==> src/rtl/rss_cfg.svh <==
// constants for the synthesizer setting sequencer
// assumes the includer works at the 80 MHz core clock
// Function
// - all pulses and delays count whole 12.5 ns core cycles
// - synthesizer clocked at 80 MHz, frequency held as 34-bit tuning word
// - phase held as 16-bit word spanning one full turn
// - amplitude modulator held as 16-bit word, about 96 dB range
// - power level held as 15-bit word, about 90 dB, 0.1 dB step
// - each step instruction takes 25 ns; programmer keeps that spacing
// - words load within one cycle; updates limited to one per 25 ns
`ifndef RSS_CFG_SVH
`define RSS_CFG_SVH
`define RSS_CLK_PERIOD_PS 12500
`define RSS_STEP_TIME_PS  25000
`define RSS_STEP_CYCLES   (`RSS_STEP_TIME_PS / `RSS_CLK_PERIOD_PS)
`define RSS_FREQ_W        34
`define RSS_PHASE_W       16
`define RSS_AMP_W         16
`define RSS_PWR_W         15
`define RSS_AXI_FREQ_LO   8'h00
`define RSS_AXI_FREQ_HI   8'h04
`define RSS_AXI_PHASE     8'h08
`define RSS_AXI_AMP       8'h0C
`define RSS_AXI_PWR       8'h10
`define RSS_AXI_CTRL      8'h14
`define RSS_AXI_STAT      8'h18
`define RSS_AXI_SEL_LSB   1
`endif

==> src/rtl/rss_pkg.sv <==
// types for the synthesizer setting sequencer
// assumes rss_cfg.svh for widths
`include "rss_cfg.svh"
package rss_pkg;
  typedef logic [`RSS_FREQ_W-1:0]  rss_freq_t;
  typedef logic [`RSS_PHASE_W-1:0] rss_phase_t;
  typedef logic [`RSS_AMP_W-1:0]   rss_amp_t;
  typedef logic [`RSS_PWR_W-1:0]   rss_pwr_t;
  typedef logic [1:0]              rss_gap_t;
  typedef struct packed {
    rss_freq_t  freq;
    rss_phase_t phase;
    rss_amp_t   amp;
    rss_pwr_t   pwr;
  } rss_set_t;
  typedef struct packed {
    rss_set_t    stage;      // software staging words
    rss_set_t    live;       // words seen by the synthesizer
    rss_gap_t    gap;        // cycles left before next apply
    logic [15:0] apply_cnt;  // applied events
    logic [15:0] drop_cnt;   // events refused for spacing
    logic        awv;
    logic [7:0]  awaddr;
    logic        wv;
    logic [31:0] wdata;
    logic        bvalid;
    logic        rvalid;
    logic [31:0] rdata;
    logic [1:0]  rresp;
    logic [1:0]  bresp;
  } rss_state_t;
endpackage

==> src/rtl/rss_sequencer.sv <==
// setting sequencer: stages synthesizer words over axi4-lite and
// applies them atomically on timed events from the pulse programmer
// assumes one 80 MHz clock; event input synchronous to it
//
// Design decisions made here: the AXI4-Lite register port and the register offsets.
`timescale 1ns/1ps
`default_nettype none
`include "rss_cfg.svh"
module rss_sequencer (
  input  wire logic              aclk,           // 80 MHz core clock
  input  wire logic              aresetn,        // sync reset, low
  input  wire logic              event_strobe,   // setting event pulse
  input  wire rss_pkg::rss_set_t event_words,    // words with the event
  input  wire logic              event_use_link, // take event words
  output logic                   event_busy,     // spacing window open
  output rss_pkg::rss_freq_t     freq_word,      // tuning word
  output rss_pkg::rss_phase_t    phase_word,     // phase word
  output rss_pkg::rss_amp_t      amplitude_modulator_word, // modulator
  output rss_pkg::rss_pwr_t      power_level_word, // power level
  output logic                   apply_pulse,    // words just changed
  input  wire logic [7:0]        s_axi_awaddr,   // write address
  input  wire logic              s_axi_awvalid,  // write addr valid
  output logic                   s_axi_awready,  // write addr ready
  input  wire logic [31:0]       s_axi_wdata,    // write data
  input  wire logic [3:0]        s_axi_wstrb,    // byte enables
  input  wire logic              s_axi_wvalid,   // write data valid
  output logic                   s_axi_wready,   // write data ready
  output logic [1:0]             s_axi_bresp,    // write response
  output logic                   s_axi_bvalid,   // response valid
  input  wire logic              s_axi_bready,   // response ready
  input  wire logic [7:0]        s_axi_araddr,   // read address
  input  wire logic              s_axi_arvalid,  // read addr valid
  output logic                   s_axi_arready,  // read addr ready
  output logic [31:0]            s_axi_rdata,    // read data
  output logic [1:0]             s_axi_rresp,    // read response
  output logic                   s_axi_rvalid,   // read valid
  input  wire logic              s_axi_rready    // read ready
);
  import rss_pkg::*;

  // spacing window: the step time in core cycles, less the apply cycle;
  // the counter only ever loads this value and counts down to zero
  localparam rss_gap_t GAP = rss_gap_t'(`RSS_STEP_CYCLES - 1);

  rss_state_t r;
  rss_state_t next_r;
  logic       sw_apply;
  logic       fire;

  // handshake outputs
  // aw and w stall while a response waits, so one write at a time
  assign s_axi_awready = !r.awv && !r.bvalid;
  assign s_axi_wready  = !r.wv && !r.bvalid;
  assign s_axi_arready = !r.rvalid;
  assign s_axi_bvalid  = r.bvalid;
  assign s_axi_bresp   = r.bresp;
  assign s_axi_rvalid  = r.rvalid;
  assign s_axi_rdata   = r.rdata;
  assign s_axi_rresp   = r.rresp;
  assign event_busy    = (r.gap != 2'h0);
  assign freq_word     = r.live.freq;
  assign phase_word    = r.live.phase;
  assign amplitude_modulator_word = r.live.amp;
  assign power_level_word = r.live.pwr;
  // high in the first cycle that shows freshly applied words
  assign apply_pulse   = (r.gap == GAP);

  // byte-lane merge of write data
  // lanes left out read as zero, not as the old staged value
  function automatic logic [31:0] lane(input logic [31:0] old,
                                       input logic [31:0] nw,
                                       input logic [3:0]  st);
    logic [31:0] v;
    v = old;
    for (int i = 0; i < 4; i++) begin
      if (st[i]) begin
        v[8*i +: 8] = nw[8*i +: 8];
      end
    end
    return v;
  endfunction

  // next-state logic: bus slave, staging, timed apply
  always_comb begin
    next_r   = r;
    sw_apply = 1'b0;
    if (s_axi_awvalid && s_axi_awready) begin
      next_r.awv    = 1'b1;
      next_r.awaddr = s_axi_awaddr;
    end
    if (s_axi_wvalid && s_axi_wready) begin
      next_r.wv    = 1'b1;
      next_r.wdata = lane(32'h0, s_axi_wdata, s_axi_wstrb);
    end
    if (r.bvalid && s_axi_bready) begin
      next_r.bvalid = 1'b0;
    end
    // both halves held: perform write
    if (r.awv && r.wv) begin
      next_r.awv    = 1'b0;
      next_r.wv     = 1'b0;
      next_r.bvalid = 1'b1;
      next_r.bresp  = 2'h0;
      unique case (r.awaddr)
        `RSS_AXI_FREQ_LO: next_r.stage.freq[31:0] = r.wdata;
        `RSS_AXI_FREQ_HI: next_r.stage.freq[33:32] = r.wdata[1:0];
        `RSS_AXI_PHASE:   next_r.stage.phase = r.wdata[15:0];
        `RSS_AXI_AMP:     next_r.stage.amp = r.wdata[15:0];
        `RSS_AXI_PWR:     next_r.stage.pwr = r.wdata[14:0];
        `RSS_AXI_CTRL:    sw_apply = r.wdata[0];
        `RSS_AXI_STAT:    next_r.bresp = 2'h2;
        default:          next_r.bresp = 2'h2;
      endcase
    end
    // event apply, spaced by the step time
    fire = (event_strobe || sw_apply) && (r.gap == 2'h0);
    if (r.gap != 2'h0) begin
      next_r.gap = r.gap - 2'h1;
    end
    if (fire) begin
      next_r.live = (event_strobe && event_use_link) ? event_words
                                                     : r.stage;
      next_r.gap       = GAP;
      next_r.apply_cnt = r.apply_cnt + 16'h1;
    end else if ((event_strobe || sw_apply) && r.gap != 2'h0) begin
      next_r.drop_cnt = r.drop_cnt + 16'h1;
    end
    // read channel
    // reads show the live words, not the staged ones
    if (r.rvalid && s_axi_rready) begin
      next_r.rvalid = 1'b0;
    end
    if (s_axi_arvalid && s_axi_arready) begin
      next_r.rvalid = 1'b1;
      next_r.rresp  = 2'h0;
      unique case (s_axi_araddr)
        `RSS_AXI_FREQ_LO: next_r.rdata = r.live.freq[31:0];
        `RSS_AXI_FREQ_HI: next_r.rdata = {30'h0, r.live.freq[33:32]};
        `RSS_AXI_PHASE:   next_r.rdata = {16'h0, r.live.phase};
        `RSS_AXI_AMP:     next_r.rdata = {16'h0, r.live.amp};
        `RSS_AXI_PWR:     next_r.rdata = {17'h0, r.live.pwr};
        `RSS_AXI_CTRL:    next_r.rdata = {31'h0, event_busy};
        `RSS_AXI_STAT:    next_r.rdata = {r.drop_cnt, r.apply_cnt};
        default: begin
          next_r.rdata = 32'h0;
          next_r.rresp = 2'h2;
        end
      endcase
    end
    // sync reset last, so it overrides every update above
    if (!aresetn) begin
      next_r = '0;
    end
  end

  // single state register
  always_ff @(posedge aclk) begin
    r <= next_r;
  end
endmodule
`default_nettype wire

==> config.mk <==
export PLATFORM = sky130hd
export DESIGN_NAME = rss_sequencer
export DESIGN_NICKNAME = d
export VERILOG_FILES = /design/src/rtl/rss_pkg.sv /design/src/rtl/rss_sequencer.sv
export VERILOG_INCLUDE_DIRS = /design/src /design/src/rtl
export SDC_FILE = /design/constraint.sdc
export NUM_CORES = 1
export LEC_CHECK = 0
export ABC_AREA = 0
export BUFFER_PORTS_ARGS = -buffer_cell sky130_fd_sc_hd__buf_2
export CAP_MARGIN = 20
export CORE_MARGIN = 5
export CORE_UTILIZATION = 40
export DETAILED_ROUTE_END_ITERATION = 7
export PLACE_DENSITY_LB_ADDON = 0.3
export SLEW_MARGIN = 20
export SYNTH_ARGS = -nofsm -noshare
export SYNTH_HDL_FRONTEND = slang
export SYNTH_SLANG_ARGS = --single-unit
==> constraint.sdc <==
create_clock -name aclk -period 2.4 [get_ports aclk]
set_input_delay 0.12 -clock aclk [delete_from_list [all_inputs] [get_ports aclk]]
set_output_delay 0.12 -clock aclk [all_outputs]
set_load 0.02 [all_outputs]
==> results.tsv, run 1 <==
stage	metric	value	unit
logic_synthesis	ys async rst share	0	%
cells_and_area	Design Area, Final	16600	um2
cts	worst skew pair latency	0.56	ns
logic_synthesis	number of synthesized flops with an enable pin	0	
die	# IOs	266	
timing	Worst Skew	0.0256	ns
placed_design	PortBufs	263	
die	core footprint	32600	um2
cells_and_area	number of diodes	0	
route	Initial DRC Count	1332	
die	Row Count	66	
cts	Clock transition at path regs	0.07	ns
placed_design	Detailed Place HPWL	31500	um
cts	clock tree buffer depth	3	
timing	Slew @ Worst Pin	1.10	ns
timing	final worst setup slack	0.202	ns
worst_setup_path	CP peak stage delay	0.67	ns
worst_setup_path	worst r2r src	r[71]	
power	Lkg Pwr	6.05	nW
global_route	initial antenna violation count	0	
die	full die area	36900	um2
cells_and_area	nets@finish	1941	
die	Initial Util	40.6	%
timing	Max Clk Rate	455	MHz
timing	unrepaired setup endpoints after global routing	no	
worst_hold_path	WHS Endpoint	r[90]	
worst_setup_path	worst reg-to-reg path cell count	5	
timing	Rel. slew slack	26.5	%
cells_and_area	Area Overhead vs Synth	25.0	%
worst_setup_path	arrival time worst endpoint	2.66	ns
route	final antenna-violating net count	0	
cells_and_area	fin cells	2256	
timing	setup violators final	0	
route	DRT Wirelength	46200	um
worst_setup_path	Worst Setup Start Kind	flop	
worst_setup_path	crit end category	flop	
logic_synthesis	Syn. warnings	0	
run_status	outcome	finished, final reports clean	
worst_setup_path	CP Max Fanout	82	
global_route	total track usage	23.9	%
timing	final hold viol count	0	
cts	clock root buffer	clkbuf_16	
logic_synthesis	Mean Syn Cell Area	8.47	um2
logic_synthesis	sequential element share of the synthesized area	41.4	%
cts	CTS Sinks	274	
die	Die Span X	192	um
route	Avg WL per Cell	20.5	um
worst_setup_path	Worst R2R End	phase_word[13]	
logic_synthesis	Synth area leader	dfxtp_1	
timing	setup tns final	0	ns
placed_design	Final Wtd Congestion	0.885	
logic_synthesis	Most used DFF post-synth	dfxtp_1	
route	Vias	12663	
route	DR pass1 iterations	5	
logic_synthesis	Gate Count Post-Synth	1565	
worst_hold_path	Hold Path Depth	3	
logic_synthesis	post-synth top area share	41.4	%
worst_setup_path	Crit Path Category	reg -> reg	
worst_setup_path	crit path cell chain	or4b_1 -> o31ai_4 -> buf_12 -> a21oi_1 -> a311oi_2	
logic_synthesis	Seq cells post-synth	274	
timing	Max Slew Vio Count	0	
worst_setup_path	reg2reg setup slack	0.20	ns
worst_hold_path	Hold WC Path Type	in -> reg	
power	P per Cell Area	712	nW/um2
cts	CTS tree	built	
logic_synthesis	synth unique cells	61	
worst_hold_path	Worst Hold Launch	aresetn	
global_route	global-route wire length before repair	69700	um
worst_setup_path	Slowest cell on crit path	or4b_1	
cells_and_area	most frequent cells in the layout	dfxtp_1, buf_2, nand2_1, a21oi_1, nand3_1	
worst_setup_path	CP top delay family	compound AO/OA/AOI/OAI gates	
cells_and_area	most common cell after layout, fill and taps aside	dfxtp_1	
cells_and_area	Util after Layout	50.8	%
cells_and_area	layout cells sized above 1	22.2	%
power	Peak VDD IR	0.000559	V
die	die span in y	192	um
cts	H-tree Lvls	1	
global_route	vias in the first global route	11894	
flow_run	Max Cap Viol	0	
cts	cts bufs inserted	30	
placed_design	cell count after placement	2050	
route	vias per inst	5.61	
route	DRC errors left	0	
placed_design	worst slack at placement	0.113	ns
timing	Tmin final	2.20	ns
worst_setup_path	WP data required	2.87	ns
logic_synthesis	Post-Syn Area	13300	um2
logic_synthesis	synth top area cells	dfxtp_1, nand2_1, buf_4	
global_route	grt total ovfl	0	
global_route	largest net degree at the start of global routing	114	
timing	Period Utilization, post-route	91.6	%
placed_design	dpl cell area	14100	um2
worst_setup_path	Buf/Inv on CP	1	
cell type report:
class	instances	area (um2)
Multi-Input combinational cell	1024	6290
Sequential cell	274	5490
Timing Repair Buffer	456	3250
Fill cell	3070	16000
Tap cell	442	553
Clock inverter	9	77.6
Clock buffer	42	877
Inverter	9	38.8
what timing repair did:
item / CTS / global route
hold buffers: 155 / 0
setup buffers: 0 / 0
gates resized for setup: 0 / 2
endpoints found under the setup margin: 0 / 7
hold endpoints to repair: 123 / 0
cell families (layout without fill, tap and decap cells):
group                      after synthesis  after routing  synth area share [%]
xor gates and xnor gates                 1              1                0.0661
muxes                                   83             83                  6.38
other                                    1              2                0.0283
DFF                                    274            274                  41.4
and+or+nand+nor                        553            553                  19.2
AOI/OAI and AO/OA                      381            381                  21.0
buffers and inverters                  268            516                  11.6
adders and majority gates                4              4                 0.378
report_power, final:
part / switching (mW) / internal, mW / leakage [nW]
Sequential: 0.294 / 4.80 / 2.23
Clock: 1.86 / 2.63 / 0.465
Combinational: 1.37 / 0.835 / 3.36
worst register-to-register path: stages (launching register included):
cell and delay (ns):
dfxtp_1 0.33, or4b_1 0.67, o31ai_4 0.27, buf_12 0.36
a21oi_1 0.22, a311oi_2 0.28
cell usage after synthesis (3+ instances only):
cell type	n
dfxtp_1	274
nand2_1	261
a21oi_1	174
nand3_1	160
buf_4	117
clkbuf_1	104
mux2i_1	80
a311oi_1	44
nor2_1	44
a311oi_2	37
a22oi_1	27
buf_2	26
o31ai_1	22
nand2b_1	21
a21o_1	16
o21ai_0	16
a22o_1	14
o2bb2ai_1	14
or3_1	11
nor4_1	9
or4_1	9
buf_6	8
inv_1	8
and3_1	5
nand4_1	5
and4_1	4
buf_1	4
ha_1	4
nor3_1	4
a31oi_1	3
and2_1	3
nor2b_1	3
worst max-delay path by stage:
stage	from	end	slack, ns	cells after the start
6_report	r[71]	phase_word[13]	0.20	5
2_1_floorplan	r[112]	r[81]	0.37	9
3_5_place_dp	r[71]	r[109]	0.11	4
4_1_cts	r[71]	r[109]	0.09	4
5_1_grt	r[71]	power_level_word[5]	0.08	5
3_3_place_gp	r[75]	r[89]	0.22	7
stage by stage:
step | power [mW] | hold slack (ns)
final | 11.8 | 0.0385
after global routing | 12.2 | 0.0302
after CTS | 11.8 | 0.0132
after detailed placement | 7.18 | 0.376
after global placement | 7.13 | 0.370
after floorplan | 6.63 | 0.256
registers in the layout (all words and copies together) (netlist names):
register                  cells
amplitude_modulator_word     16
freq_word                    34
phase_word                   16
power_level_word             15
r                           157
s_axi_bresp                   1
s_axi_bvalid                  1
s_axi_rdata                  32
s_axi_rresp                   1
s_axi_rvalid                  1
routing by layer:
metal,GRT usage (%),vias to the layer above,wire (um)
met4,10.8,0,2390
met2,36.6,587,20200
met1,33.2,5992,20400
met5,0,-,0
met3,3.67,137,3170
li1,-,5947,-
No activity file was read; power rests on OpenSTA's default activity.
==> run 2: changes to the inputs <==
--- a/config.mk
+++ b/config.mk
@@ -10,9 +10,10 @@
 export BUFFER_PORTS_ARGS = -buffer_cell sky130_fd_sc_hd__buf_2
 export CAP_MARGIN = 20
 export CORE_MARGIN = 5
-export CORE_UTILIZATION = 40
+export CORE_UTILIZATION = 56
 export DETAILED_ROUTE_END_ITERATION = 7
-export PLACE_DENSITY_LB_ADDON = 0.3
+export MAX_ROUTING_LAYER = met4
+export PLACE_DENSITY_LB_ADDON = 0.12
 export SLEW_MARGIN = 20
 export SYNTH_ARGS = -nofsm -noshare
 export SYNTH_HDL_FRONTEND = slang
==> results.tsv, run 2 (synthesis results as in run 1) <==
stage	metric	value	unit	change
worst_setup_path	CP endpoint	freq_word[16]		
route	top sig layer	met4		
power	overall power	11.8	mW	-0.31%
timing	Tmin final	2.27	ns	+0.0750 ns
worst_setup_path	WP data required	2.86	ns	about the same
route	Routed met2 length	20600	um	+2.3%
route	final antenna-violating net count	0		unchanged
die	core footprint	23400	um2	-28%
die	die span in y	164	um	-15%
global_route	total track usage	32.7	%	+8.9 points
die	Die Span X	164	um	-15%
global_route	initial antenna violation count	0		unchanged
timing	Rel. slew slack	34.1	%	+7.6 points
route	DR pass1 iterations	8		+3
cts	Clock transition at path regs	0.07	ns	about the same
cells_and_area	most common cell after layout, fill and taps aside	dfxtp_1		
cts	cts bufs inserted	28		-6.7%
global_route	grt total ovfl	0		unchanged
cts	H-tree Lvls	1		unchanged
die	full die area	26900	um2	-27%
route	Vias	13042		+3.0%
placed_design	PortBufs	263		unchanged
worst_setup_path	worst r2r src	r[75]		
timing	Worst Skew	0.0130	ns	-0.0126 ns
die	# IOs	266		unchanged
global_route	global-route wire length before repair	68000	um	-2.5%
die	Initial Util	56.7	%	+16 points
timing	setup violators final	0		unchanged
cts	worst skew pair latency	0.55	ns	about the same
global_route	largest net degree at the start of global routing	92		-19%
cells_and_area	layout cells sized above 1	22.6	%	+0.41 points
cts	clock root buffer	clkbuf_16		
worst_setup_path	crit path cell chain	or4b_4 -> o31ai_4 -> buf_6 -> a21oi_1 -> a311oi_2		
cts	CTS tree	built		
cts	clock tree buffer depth	3		unchanged
timing	Slew @ Worst Pin	0.986	ns	-0.114 ns
worst_setup_path	arrival time worst endpoint	2.73	ns	+0.07 ns
placed_design	Final Wtd Congestion	0.945		+6.8%
worst_setup_path	reg2reg setup slack	0.13	ns	-0.07 ns
timing	unrepaired setup endpoints after global routing	no		
power	Peak VDD IR	0.000512	V	-8.5%
global_route	vias in the first global route	12222		+2.8%
route	DRC errors left	0		unchanged
cells_and_area	Largest Register	r		
placed_design	dpl cell area	13900	um2	-0.83%
placed_design	Detailed Place HPWL	28800	um	-8.7%
route	DRT Wirelength	44900	um	-2.7%
cells_and_area	Area Overhead vs Synth	24.2	%	
flow_run	Max Cap Viol	0		unchanged
run_status	outcome	finished, final reports clean		
worst_setup_path	CP top delay family	compound AO/OA/AOI/OAI gates		
timing	final hold viol count	0		unchanged
route	DRT met1 WL	17900	um	-13%
worst_setup_path	Worst Setup Start Kind	flop		
route	Initial DRC Count	1642		+23%
worst_setup_path	CP Max Fanout	41		-50%
cts	CTS Sinks	274		unchanged
die	Row Count	56		-15%
worst_setup_path	Buf/Inv on CP	1		unchanged
route	routed length on met3	4140	um	+31%
cells_and_area	nets@finish	1945		+0.21%
timing	Max Clk Rate	440	MHz	-3.3%
worst_setup_path	Worst R2R End	freq_word[16]		
power	Lkg Pwr	6.09	nW	+0.71%
power	P per Cell Area	714	nW/um2	+0.38%
cells_and_area	most frequent cells in the layout	dfxtp_1, buf_2, nand2_1, a21oi_1, nand3_1		
route	Avg WL per Cell	21.0	um	+2.5%
worst_setup_path	Worst path depth	5		unchanged
worst_setup_path	worst reg-to-reg path cell count	5		unchanged
worst_setup_path	crit end category	flop		
worst_hold_path	Hold WC Path Type	in -> reg		
worst_setup_path	Crit Path Category	reg -> reg		
timing	Max Slew Vio Count	0		unchanged
worst_setup_path	CP peak stage delay	0.56	ns	-0.11 ns
timing	Period Utilization, post-route	94.7	%	+3.1 points
cells_and_area	Largest register FFs	157		unchanged
worst_setup_path	Critical path origin	r[75]		
route	vias per inst	6.09		+8.5%
cells_and_area	Design Area, Final	16500	um2	-0.69%
worst_setup_path	Slowest cell on crit path	or4b_4		
-- run 2: layout make-up --
| type | instances | area (um2) |
|---|---|---|
| clock buffer | 37 | 805 |
| clock inverter | 15 | 139 |
| inverter | 9 | 38.8 |
| sequential | 274 | 5490 |
| timing repair buffer | 462 | 3310 |
| multi-input combinational | 1024 | 6290 |
| tap | 319 | 399 |
| antenna | 1 | 2.50 |
| fill | 1926 | 6940 |
-- run 2: worst min-delay path by stage --
stage                          startpoint      endpoint  slack [ns]  cells after the start
after floorplan           s_axi_awaddr[6]         r[77]        0.26                      2
after global placement    s_axi_awaddr[6]         r[77]        0.37                      3
after detailed placement  s_axi_awaddr[6]         r[77]        0.37                      3
after CTS                  event_use_link  freq_word[8]        0.03                      3
after global routing       event_use_link  freq_word[8]        0.04                      3
final                             aresetn         r[99]        0.03                      3
-- run 2: power breakdown --
group          internal [mW]  total (mW)  switching [mW]
clock                   2.57        4.44            1.87
sequential              4.80        5.11           0.313
combinational          0.853        2.21            1.35
-- run 2: metal layers --
layer  track usage (%)  vias up
met5                 -        -
met4              14.1        0
met3              4.92      171
met2              50.9      746
met1              42.7     6170
li1                  -     5955
-- run 2: metrics by stage --
stage / hold WS (ns) / setup WS, ns / std cells / setup TNS, ns / utilization (%)
6_report: 0.0311 / 0.127 / 2141 / 0 / 70.4
4_1_cts: 0.0265 / 0.136 / 2139 / 0 / 70.3
3_3_place_gp: 0.373 / -0.0242 / 1932 / -0.0242 / 59.6
3_5_place_dp: 0.373 / -0.0181 / 1932 / -0.0181 / 59.6
2_1_floorplan: 0.256 / 0.374 / 1566 / 0 / -
5_1_grt: 0.0405 / 0.0483 / 2140 / 0 / 70.3
-- run 2: repair_timing --
item / CTS / global route
hold buffers: 155 / 0
cloned: 0 / 1
buffers inserted: 0 / 0
setup endpoints to repair: 3 / 7
resized for setup: 1 / 2
hold endpoints to repair: 123 / 0
-- run 2: tightest hold or removal path: cells and delay by family --
kind                   cells  cell delay, ns
AOI/OAI and AO/OA          1            0.15
buffers and inverters      2            0.25
